==> config.mk <==
export PLATFORM = sky130hd
export DESIGN_NAME = dmc_mode_ctrl
export DESIGN_NICKNAME = d
export VERILOG_FILES = /design/src/hw/dmc_pkg.sv /design/src/hw/dmc_mode_ctrl.sv
export SDC_FILE = /design/constraint.sdc
export NUM_CORES = 1
export LEC_CHECK = 0
export BUFFER_PORTS_ARGS = -buffer_cell sky130_fd_sc_hd__buf_4
export CORE_MARGIN = 2
export CORE_UTILIZATION = 42
export DETAILED_ROUTE_END_ITERATION = 8
export SETUP_SLACK_MARGIN = 0.3
export SLEW_MARGIN = 20
export SYNTH_ARGS = -nofsm -noshare
export SYNTH_HDL_FRONTEND = slang
export SYNTH_SLANG_ARGS = --single-unit
==> constraint.sdc <==
create_clock -name mclk_in -period 7 [get_ports mclk_in]
set_input_delay 0.35 -clock mclk_in [delete_from_list [all_inputs] [get_ports mclk_in]]
set_output_delay 0.35 -clock mclk_in [all_outputs]
set_load 0.01 [all_outputs]
==> src/hw/dmc_pkg.sv <==
// Constants, field layouts and state types of the driver mode and input control block.
// Assumes one 20 MHz core clock; every other package-user imports dmc_pkg::*.
package dmc_pkg;

    ////////////////////////////////////////////////////////////////////////////
    // Sizes
    localparam int NUM_CH      = 8;
    localparam int FRAME_BITS  = 16;
    localparam int CHAIN_BITS  = 8;
    localparam int RETRY_W     = 24;

    ////////////////////////////////////////////////////////////////////////////
    // Serial frame fields
    localparam int CMD_WR_BIT  = 15;
    localparam int CMD_ADDR_HI = 14;
    localparam int CMD_ADDR_LO = 12;
    localparam int CMD_DATA_HI = 7;

    // Register addresses
    localparam logic [2:0] ADDR_EN       = 3'h0;
    localparam logic [2:0] ADDR_MAP_A    = 3'h1;
    localparam logic [2:0] ADDR_MAP_B    = 3'h2;
    localparam logic [2:0] ADDR_PWM0_MAP = 3'h3;
    localparam logic [2:0] ADDR_PWM1_MAP = 3'h4;
    localparam logic [2:0] ADDR_OL_EN    = 3'h5;
    localparam logic [2:0] ADDR_OC_CLR   = 3'h6;
    localparam logic [2:0] ADDR_STATUS   = 3'h7;

    // Reset values and fallback channel mask
    localparam logic [7:0] EN_RST     = 8'h00;
    localparam logic [7:0] MAP_A_RST  = 8'h04;
    localparam logic [7:0] MAP_B_RST  = 8'h08;
    localparam logic [7:0] PWM_RST    = 8'h00;
    localparam logic [7:0] OL_EN_RST  = 8'h00;
    localparam logic [7:0] FB_CH_MASK = 8'h0c;

    ////////////////////////////////////////////////////////////////////////////
    // Timing
    localparam int CLK_HZ              = 20_000_000;
    localparam int RESTART_BASE_MS     = 10;
    localparam int RESTART_BASE_CYCLES = CLK_HZ / 1000 * RESTART_BASE_MS;

    ////////////////////////////////////////////////////////////////////////////
    // Types
    typedef enum logic [1:0] {
        MODE_NORMAL   = 2'b00,
        MODE_FALLBACK = 2'b01,
        MODE_SLEEP    = 2'b11
    } dmc_mode_type;

    typedef struct packed {
        logic [7:0] en;
        logic [7:0] input_a_channel_map;
        logic [7:0] input_b_channel_map;
        logic [7:0] pwm0_map;
        logic [7:0] pwm1_map;
        logic [7:0] ol_en;
    } dmc_regs_type;

    typedef struct packed {
        logic [7:0] overcurrent;
        logic       vdd_uv;
        logic       vm_uv;
        logic       sclk;
        logic       cs_n;
        logic       sdi;
        logic       sleep_request_n;
        logic       direct_input_b;
        logic       direct_input_a;
    } dmc_pins_type;

    typedef struct packed {
        dmc_pins_type       sync1;
        dmc_pins_type       sync2;
        logic               sclk_prev;
        dmc_mode_type       mode;
        dmc_regs_type       regs;
        logic [7:0]         oc_latch;
        logic [15:0]        shreg;
        logic [7:0]         bit_cnt;
        logic [2:0]         rd_addr;
        logic               active;
        logic               sdo;
        logic               sdo_oe;
        logic [7:0]         drive;
        logic [7:0]         probe;
        logic [RETRY_W-1:0] retry_cnt;
    } dmc_state_type;

    localparam dmc_regs_type REGS_RST = '{
        en:                  EN_RST,
        input_a_channel_map: MAP_A_RST,
        input_b_channel_map: MAP_B_RST,
        pwm0_map:            PWM_RST,
        pwm1_map:            PWM_RST,
        ol_en:               OL_EN_RST
    };

    localparam dmc_state_type STATE_RST = '{
        regs:    REGS_RST,
        mode:    MODE_SLEEP,
        default: '0
    };

endpackage

==> src/hw/dmc_mode_ctrl.sv <==
// Mode and channel control of an eight channel load switch: pin synchronisers,
// fallback and sleep entry, serial register access, overcurrent latch-off.
// Assumes pins and supply monitors other than pwm_gen_in and restart_delay_sel_in are asynchronous to mclk_in, and an
// SCLK well below a quarter of the core clock rate.
`timescale 1ns/100ps

module dmc_mode_ctrl
    import dmc_pkg::*;
#(
    parameter int RESTART_CYCLES = RESTART_BASE_CYCLES
) (
    input  wire logic       mclk_in,
    input  wire logic       sys_rst_in,
    input  wire logic       direct_input_a_in,
    input  wire logic       direct_input_b_in,
    input  wire logic       sleep_request_n_in,
    input  wire logic       vdd_uv_in,
    input  wire logic       vm_uv_in,
    input  wire logic [7:0] overcurrent_in,
    input  wire logic [1:0] pwm_gen_in,
    input  wire logic [1:0] restart_delay_sel_in,
    input  wire logic       spi_sclk_in,
    input  wire logic       spi_cs_n_in,
    input  wire logic       spi_sdi_in,
    output logic            spi_sdo_out,
    output logic            spi_sdo_oe_out,
    output logic [7:0]      channel_drive_out,
    output logic [7:0]      open_load_probe_current_out,
    output logic [1:0]      input_level_monitor_out,
    output logic            uv_detect_en_out,
    output dmc_mode_type    mode_out
);

    ////////////////////////////////////////////////////////////////////////////
    // State
    dmc_state_type state;
    dmc_state_type next_state;

    // Working values of the combinational process
    dmc_pins_type       pins;
    logic               regs_clear;
    logic               spi_ok;
    logic               sclk_rise;
    logic               sclk_fall;
    logic               commit;
    logic [15:0]        frame;
    logic [2:0]         addr;
    logic [7:0]         wdata;
    logic [15:0]        resp;
    logic [7:0]         resp_data;
    logic [7:0]         raw_drive;
    logic [7:0]         oc_clear;
    logic [7:0]         fb_pins;
    logic [7:0]         pending;
    logic [RETRY_W-1:0] retry_limit;

    ////////////////////////////////////////////////////////////////////////////
    // Next-state logic
    always_comb begin
        next_state = state;
        pins       = state.sync2;
        oc_clear   = 8'h00;
        commit     = 1'b0;
        frame      = state.shreg;
        addr       = frame[CMD_ADDR_HI:CMD_ADDR_LO];
        wdata      = frame[CMD_DATA_HI:0];

        // Two-stage synchronisers; logic reads only the second stage
        next_state.sync1 = '{
            overcurrent:     overcurrent_in,
            vdd_uv:          vdd_uv_in,
            vm_uv:           vm_uv_in,
            sclk:            spi_sclk_in,
            cs_n:            spi_cs_n_in,
            sdi:             spi_sdi_in,
            sleep_request_n: sleep_request_n_in,
            direct_input_b:  direct_input_b_in,
            direct_input_a:  direct_input_a_in
        };
        next_state.sync2     = state.sync1;
        next_state.sclk_prev = pins.sclk;

        // Mode follows the pins; host keeps the sleep pin stable long enough
        if (pins.sleep_request_n) begin
            next_state.mode = MODE_NORMAL;
        end else if (pins.direct_input_a || pins.direct_input_b) begin
            next_state.mode = MODE_FALLBACK;
        end else begin
            next_state.mode = MODE_SLEEP;
        end

        // Registers held at default while sleep pin low or digital supply low
        regs_clear = !pins.sleep_request_n || pins.vdd_uv;

        // Serial port alive only with digital supply and outside sleep
        spi_ok = !pins.vdd_uv
               && !(!pins.sleep_request_n
                    && !pins.direct_input_a
                    && !pins.direct_input_b);
        sclk_rise = pins.sclk && !state.sclk_prev;
        sclk_fall = !pins.sclk && state.sclk_prev;

        // Answer word for the next frame: echo of last committed address, read or write, plus data
        unique case (state.rd_addr)
            ADDR_EN:       resp_data = state.regs.en;
            ADDR_MAP_A:    resp_data = state.regs.input_a_channel_map;
            ADDR_MAP_B:    resp_data = state.regs.input_b_channel_map;
            ADDR_PWM0_MAP: resp_data = state.regs.pwm0_map;
            ADDR_PWM1_MAP: resp_data = state.regs.pwm1_map;
            ADDR_OL_EN:    resp_data = state.regs.ol_en;
            ADDR_OC_CLR:   resp_data = state.oc_latch;
            ADDR_STATUS:   resp_data = {state.mode, pins.vm_uv, pins.vdd_uv,
                                        2'b00, pins.direct_input_b,
                                        pins.direct_input_a};
        endcase
        resp = {1'b0, state.rd_addr, 4'h0, resp_data};

        ////////////////////////////////////////////////////////////////////////
        // Serial shift engine, sampled on falling SCLK, driven on rising SCLK
        if (!spi_ok || pins.cs_n) begin
            // Whole multiple of 8 bits, 16 to 248: last 16 bits are ours
            commit = state.active && spi_ok
                   && (state.bit_cnt >= 8'(FRAME_BITS))
                   && (state.bit_cnt[2:0] == 3'(CHAIN_BITS % 8));
            next_state.active  = 1'b0;
            next_state.sdo_oe  = 1'b0;
            next_state.sdo     = 1'b0;
            next_state.bit_cnt = 8'h00;
        end else if (!state.active) begin
            next_state.active  = 1'b1;
            next_state.shreg   = resp;
            next_state.sdo     = resp[FRAME_BITS-1];
            next_state.sdo_oe  = 1'b1;
            next_state.bit_cnt = 8'h00;
        end else begin
            if (sclk_fall) begin
                // Bits beyond 16 pass through to the next device in the chain
                next_state.shreg = {state.shreg[FRAME_BITS-2:0], pins.sdi};
                if (state.bit_cnt != 8'hff) begin
                    next_state.bit_cnt = state.bit_cnt + 8'h01;
                end
            end
            if (sclk_rise) begin
                next_state.sdo = state.shreg[FRAME_BITS-1];
            end
        end

        // Frame commit: writes and read address capture
        if (commit) begin
            next_state.rd_addr = addr;
            if (frame[CMD_WR_BIT]) begin
                unique case (addr)
                    ADDR_EN:       next_state.regs.en = wdata;
                    ADDR_MAP_A:    next_state.regs.input_a_channel_map = wdata;
                    ADDR_MAP_B:    next_state.regs.input_b_channel_map = wdata;
                    ADDR_PWM0_MAP: next_state.regs.pwm0_map = wdata;
                    ADDR_PWM1_MAP: next_state.regs.pwm1_map = wdata;
                    ADDR_OL_EN:    next_state.regs.ol_en = wdata;
                    ADDR_OC_CLR:   oc_clear = wdata;
                    ADDR_STATUS:   oc_clear = 8'h00;
                endcase
            end
        end
        if (regs_clear) begin
            next_state.regs = REGS_RST;
        end

        ////////////////////////////////////////////////////////////////////////
        // Fallback restart timer, shared by the two pin-driven channels
        fb_pins = {4'h0, pins.direct_input_b, pins.direct_input_a, 2'b00};
        pending = state.oc_latch & fb_pins;
        retry_limit = RETRY_W'(RESTART_CYCLES) << restart_delay_sel_in;
        if (state.mode == MODE_FALLBACK && pending != 8'h00) begin
            if (state.retry_cnt >= retry_limit - RETRY_W'(1)) begin
                oc_clear = oc_clear | pending;
                next_state.retry_cnt = '0;
            end else begin
                next_state.retry_cnt = state.retry_cnt + RETRY_W'(1);
            end
        end else begin
            next_state.retry_cnt = '0;
        end

        // Overcurrent latch; a new event beats a clear in the same cycle
        next_state.oc_latch = (state.oc_latch & ~oc_clear)
                            | (pins.overcurrent & state.drive);

        ////////////////////////////////////////////////////////////////////////
        // Channel drive selection
        unique case (state.mode)
            MODE_NORMAL: begin
                raw_drive = state.regs.en
                          | (pwm_gen_in[0] ? state.regs.pwm0_map : 8'h00)
                          | (pwm_gen_in[1] ? state.regs.pwm1_map : 8'h00)
                          | (pins.direct_input_a ?
                             state.regs.input_a_channel_map : 8'h00)
                          | (pins.direct_input_b ?
                             state.regs.input_b_channel_map : 8'h00);
            end
            MODE_FALLBACK: begin
                raw_drive = fb_pins & FB_CH_MASK;
            end
            MODE_SLEEP: begin
                raw_drive = 8'h00;
            end
            // Unused code 10: keep every stage off
            default: begin
                raw_drive = 8'h00;
            end
        endcase
        // Analog undervoltage gates all stages; drive returns by itself after
        next_state.drive = raw_drive & ~state.oc_latch
                         & {NUM_CH{!pins.vm_uv}};
        // Probe current only on channels that are off
        next_state.probe = state.regs.ol_en & ~state.drive;
    end

    ////////////////////////////////////////////////////////////////////////////
    // State register
    always_ff @(posedge mclk_in or posedge sys_rst_in) begin
        if (sys_rst_in) begin
            state <= STATE_RST;
        end else begin
            state <= next_state;
        end
    end

    ////////////////////////////////////////////////////////////////////////////
    // Outputs, all from flip-flops; uv_detect_en_out is decoded from the registered mode
    assign spi_sdo_out                 = state.sdo;
    assign spi_sdo_oe_out              = state.sdo_oe;
    assign channel_drive_out           = state.drive;
    assign open_load_probe_current_out = state.probe;
    assign input_level_monitor_out     = {state.sync2.direct_input_b,
                                          state.sync2.direct_input_a};
    assign uv_detect_en_out            = (state.mode != MODE_SLEEP);
    assign mode_out                    = state.mode;

endmodule

==> results.yml, run 1 <==
worst_hold_path:
  hold_path.class: "input pin to flip-flop"
cts:
  clk_latency_ns: 0.43
  htreeDepth: 4
  cts_setup_buffers: 0
  cts_tree: "yes"
  cts.clk_slew.worst_paths_ns: 0.07
  root_buffer: "clkbuf_16"
  clkSinkCount: 161
  ctsResizeCount: 0
  numCtsBuffers: 17
  cts_max_path_buffers: 2
  holdBufCountCts: 0
yosys:
  syn_inst: 708
  yosys_warnings: 0
  synth-seq-cells: 161
  yosys-top-cells-area: "dfrtp_1, mux2i_1, ha_1"
  yosys.area.top_type_share: 0.512
  syn-cell-area_sq_mm: 0.00767
  synth_flop_cell: "dfrtp_1"
  yosysTopAreaCell: "dfrtp_1"
  synthArstFlopShare: 1.00
  synth-edff-count: 0
  yosysUniqueCellTypes: 57
  syn_area_per_cell_sq_um: 10.8
  synth_seq_area_share: 0.526
detailed_routing:
  route.detailed.drc: 0
  first_pass_iters: 5
  wl_per_cell_um: 18.1
  ant_nets: 0
  vias: 5341
  drt_iter0_drc: 468
  post_drt_via_cell_ratio: 5.56
  route.final.wire_length_um: 17400
floorplanning:
  coreArea_sq_mm: 0.0180
  die-area_sq_mm: 0.0194
  die_h_um: 139
  start_util: 0.427
  num_rows: 49
  die_w_um: 139
  ios: 45
timing:
  finalCritPeriodShare: 0.431
  slew_violations: 0
  fmax_ghz: 0.332
  fin_skew_ns: 0.00644
  worst_pin_slew_ns: 1.10
  tns_ns: 0
  timing_hold_violations_final: 0
  period_minus_slack_ns: 3.02
  slew-limit-headroom: 0.269
  rsz0062_at_grt: "no"
  setup_viol: 0
critical_path:
  crit_path_cell_trace: "buf_4 -> inv_1 -> ha_1 -> inv_1 -> nand4_1 -> nor3_1 -> xnor2_1 -> ha_1 -> a21oi_1 -> o21ai_0 -> a22oi_1 -> nand3_1 -> nor2_1"
  critPathKind: "input pin to flip-flop"
  required_ns: 7.34
  cp_top_family: "simple AND/OR/NAND/NOR gates"
  start_kind: "input pin"
  crit_buf_inv: 3
  cp-end-kind: "flip-flop"
  cp_max_fo: 24
  arrival_ns: 3.35
  cp_slowest_cell: "nand3_1"
  slowest_delay_ns: 0.71
finish:
  diodes: 0
  fillers: 1605
  area_delta_synth_final_pct: 12.5
  multi_input_area_sq_mm: 0.00326
  seq_area_sq_mm: 0.00403
  final_nets: 768
  drive_gt1_frac: 0.139
global_route:
  grt_pass1_wl_um: 28900
  grt_max_degree: 95
  antenna_found_initial: 0
  grt-ovfl-total: 0
  gr-usage-all-layers: 0.188
  grt_pass1_vias: 5512
power_and_ir_drop:
  clkPwrFrac: 0.469
  p_total_uw: 1970
  sw_frac_of_total: 0.250
  leakagePower_uw: 0.00376
  p_per_area_mw_per_mm2: 229
  peakVddDrop_uv: 183
  switchingPower_uw: 492
  pwr-share-seq: 0.491
  pwr-share-comb: 0.040
  internal-power_uw: 1480
outcome:
  status: "finished clean"
place:
  gp_congestion: 0.835
  place_hpwl_um: 11400
  portBuffers: 44
job:
  max_cap_violations: 0
[cell type report]
cell class              instances  area share
clock inverters                15      0.0191
clock buffers                  17      0.0493
multi-input cells             470       0.378
repair buffers                 50      0.0441
inverters                      19     0.00884
well taps                     229      0.0332
flip-flops and latches        161       0.467
[synthesized netlist by cell type (all sizes together) (17+ instances only)]
cell and number:
nand3 17, xnor2 18, nand2 61, nor2 84, a21oi 25, inv 19, buf 32, dfrtp 157
ha 27, mux2i 53, clkbuf 29, o21ai 19
[power by group through the flow]
| stage | combinational, uW | clock (uW) | sequential, uW |
|---|---|---|---|
| final | 78.7 | 926 | 968 |
| after global placement | 76.4 | 0 | 984 |
| after floorplan | 59.8 | 0 | 969 |
| after global routing | 90.1 | 991 | 969 |
| after CTS | 79.7 | 950 | 967 |
| after detailed placement | 79.2 | 0 | 985 |
[cell families after synthesis]
| kind of cell | Yosys count | synth area share |
|---|---|---|
| AOI/OAI and AO/OA | 107 | 0.0969 |
| adders and majority gates | 27 | 0.0441 |
| other | 1 | 0.000489 |
| and+or+nand+nor | 235 | 0.152 |
| muxes | 68 | 0.0971 |
| xor gates and xnor gates | 29 | 0.0331 |
| DFF | 161 | 0.526 |
| buffers and inverters | 80 | 0.0499 |
[metal layers]
layer,vias up,wire (um),track usage
li1,2486,-,-
met3,27,769,0.0439
met4,0,371,0.0633
met5,-,0,0
met1,2679,7980,0.255
met2,149,8290,0.302
[sequential cells by signal (all words and copies together), names as in the netlist]
register / count
state: 90
next_state: 17
frame: 16
pins: 13
channel_drive_out: 8
open_load_probe_current_out: 8
resp: 3
input_level_monitor_out: 2
mode_out: 2
spi_sdo_oe_out: 1
spi_sdo_out: 1
[layout by cell type (no fill, tap or decap), types with 15 or more instances in the layout]
master,n
nand3_1,17
inv_1,17
o21ai_1,16
buf_4,48
nand2_1,61
nor2_1,84
mux2i_1,53
ha_1,27
clkbuf_16,17
xnor2_1,18
nor2b_1,15
a21oi_1,25
dfrtp_1,157
[path summary, 6_finish.rpt]
check | from | to | slack, ns | depth (start not counted)
worst max register to register | state[42]$_DFF_PP0_ | state[121]$_DFFE_PP0P_ | 4.01 | 5
max in group asynchronous | sys_rst_in | state[109]$_DFFE_PP0P_ | 5.53 | 3
worst min-delay path | overcurrent_in[2] | next_state[139]$_DFF_PP0_ | 0.02 | 1
min in group asynchronous | sys_rst_in | next_state[140]$_DFF_PP0_ | 0.09 | 2
worst max-delay path | restart_delay_sel_in[0] | state[21]$_DFF_PP0_ | 3.98 | 13
worst min register to register | next_state[137]$_DFF_PP0_ | pins[8]$_DFF_PP0_ | 0.35 | 0
[through the flow]
stage          cells  area, sq um  hold slack (ns)  worst slack, ns  utilization
2_1_floorplan    711         7680            0.331             2.31            -
3_3_place_gp     927         8020            0.332             3.82        0.446
3_5_place_dp     927         8020            0.335             3.55        0.446
4_1_cts          959         8610          0.00490             3.98        0.479
5_1_grt          961         8630          0.00148             3.57        0.480
6_report         961         8630           0.0244             3.98        0.480
(Power assumes the default switching activity.)
==> run 2, diff against run 1 <==
==> constraint.sdc (replaced) <==
create_clock -name mclk_in -period 2.75 [get_ports mclk_in]
set_input_delay 0.1375 -clock mclk_in [delete_from_list [all_inputs] [get_ports mclk_in]]
set_output_delay 0.1375 -clock mclk_in [all_outputs]
set_load 0.01 [all_outputs]
==> run 2 against run 1 <==
  * Routed wire length is 0.34% higher
  * Clock skew is 0.0024 ns higher
  * Worst hold slack better by 0.12 ns
  * Core utilization is 1.8 points higher
  * Critical path type is now flip-flop to flip-flop
  * Critical endpoint is now state[125]$_DFFE_PP0P_
  * Largest cell class unchanged
  * Largest power group unchanged
==> results.yml, run 2 (synthesized netlist as in run 1, its figures left out) <==
outcome:
  status: "finished clean"
global_route:
  gr-usage-all-layers: 0.188
  grt-ovfl-total: 0
  grt_pass1_wl_um: 28800
  grt_max_degree: 98
  antenna_found_initial: 0
  grt_pass1_vias: 5603
power_and_ir_drop:
  pwr-share-comb: 0.049
  pwr-share-seq: 0.490
  internal-power_uw: 3800
  p_per_area_mw_per_mm2: 559
  leakagePower_uw: 0.00391
  peakVddDrop_uv: 470
  sw_frac_of_total: 0.240
  clkPwrFrac: 0.461
  switchingPower_uw: 1200
timing:
  timing_hold_violations_final: 0
  whs_ns: 0.145
  fmax_ghz: 0.439
  finalCritPeriodShare: 0.829
  worst_pin_slew_ns: 0.906
  fin_skew_ns: 0.00886
  rsz0062_at_grt: "no"
  setup_viol: 0
  period_minus_slack_ns: 2.28
  slew-limit-headroom: 0.396
  tns_ns: 0
  slew_violations: 0
finish:
  diodes: 0
  final_nets: 803
  final_common_cell: "dfrtp_1"
  drive_gt1_frac: 0.162
  regMostFlops: "state"
  largest_reg_flops: 90
  final_cell_mix: "dfrtp_1, nor2_1, buf_4"
  instances_no_fill: 996
  area_delta_synth_final_pct: 16.8
  fillers: 1599
  fin_util: 0.498
cts:
  cts_tree: "yes"
  root_buffer: "clkbuf_16"
  cts.clk_slew.worst_paths_ns: 0.06
  cts_setup_buffers: 0
  clk_latency_ns: 0.43
  numCtsBuffers: 17
  htreeDepth: 4
  cts_max_path_buffers: 2
  clkSinkCount: 161
critical_path:
  required_ns: 3.04
  start_kind: "flip-flop"
  r2r_cells: 7
  cp_max_fo: 11
  r2r_setup_slack_ns: 0.47
  arrival_ns: 2.57
  critPathKind: "flip-flop to flip-flop"
  r2r-start: "state[46]$_DFFE_PP0P_"
  regToRegEndpoint: "state[125]$_DFFE_PP0P_"
  cp-end-kind: "flip-flop"
worst_hold_path:
  hold_path.class: "input pin to flip-flop"
  hold_depth: 3
  whs_endpoint: "channel_drive_out[5]$_DFF_PP0_"
  worstHoldStart: "pwm_gen_in[0]"
floorplanning:
  num_rows: 49
  die_h_um: 139
  die-area_sq_mm: 0.0194
  die_w_um: 139
  ios: 45
  start_util: 0.427
  coreArea_sq_mm: 0.0180
place:
  place_hpwl_um: 11700
  portBuffers: 44
  gp_congestion: 0.890
  dp_cells: 947
detailed_routing:
  route.detailed.drc: 0
  route.final.wire_length_um: 17500
  post_drt_via_cell_ratio: 5.48
  ant_nets: 0
  vias: 5458
  first_pass_iters: 7
  drt_iter0_drc: 468
  wl_per_cell_um: 17.5
job:
  max_cap_violations: 0
-- run 2: changes by cell type in the layout (fill, tap and decap cells not counted), sizes merged --
cell	delta
buf	+20
dlygate4sd3	+15
inv	-7
clkinvlp	+5
clkbuf	+2
-- run 2: what timing repair did --
item / in CTS / in global routing
hold buffers: 17 / 0
resized for setup: 0 / 2
endpoints found under the hold margin: 40 / 0
setup endpoints to repair: 0 / 32
-- run 2: per-layer routing --
layer	wire [um]	vias to the layer above	track usage
li1	-	2553	-
met1	8020	2746	0.250
met2	8310	129	0.299
met3	631	30	0.0401
met4	502	0	0.0840
met5	0	-	0
-- run 2: how the worst max path moves through the flow --
| stage | slack, ns | cells past startpoint | end | from |
|---|---|---|---|---|
| after floorplan | 0.35 | 13 | state[15]$_DFF_PP0_ | restart_delay_sel_in[0] |
| after global placement | 0.27 | 14 | state[10]$_DFF_PP0_ | restart_delay_sel_in[0] |
| after detailed placement | 0.08 | 14 | state[5]$_DFF_PP0_ | restart_delay_sel_in[0] |
| after CTS | 0.32 | 7 | state[125]$_DFFE_PP0P_ | state[46]$_DFFE_PP0P_ |
| after global routing | 0.34 | 8 | state[93]$_DFFE_PP0P_ | state[46]$_DFFE_PP0P_ |
| final | 0.47 | 7 | state[125]$_DFFE_PP0P_ | state[46]$_DFFE_PP0P_ |
-- run 2: cell type report --
cell class                      count  area [sq um]  share of cell area
Clock inverter                     13           126              0.0141
Clock buffer                       19           453              0.0506
Timing Repair Buffer               85           706              0.0788
Tap cell                          229           287              0.0320
Multi-Input combinational cell    470          3270               0.365
Inverter                           19          75.1             0.00839
Sequential cell                   161          4030               0.451
-- run 2: metrics by stage --
stage          worst slack (ns)  area, sq um  power, uW
2_1_floorplan             0.351         7680       2620
3_3_place_gp              0.272         8190       2710
3_5_place_dp             0.0754         8190       2720
4_1_cts                   0.321         8940       5060
5_1_grt                   0.335         8950       5200
6_report                  0.471         8950       5000
-- run 2: critical path, cell delays in order (launching register included) --
cell	delay [ns]
dfrtp_1	0.39
inv_1	0.10
ha_1	0.15
nand4b_1	0.09
or4_4	0.63
or4_4	0.61
nand2_1	0.10
a21oi_1	0.06
-- run 2: power by group through the flow --
stage	Clock (uW)	Combinational [uW]	Sequential (uW)
finish	2310	244	2450
global route	2470	274	2450
CTS	2360	247	2450
detailed placement	0	227	2490
global placement	0	221	2490
floorplan	0	153	2470
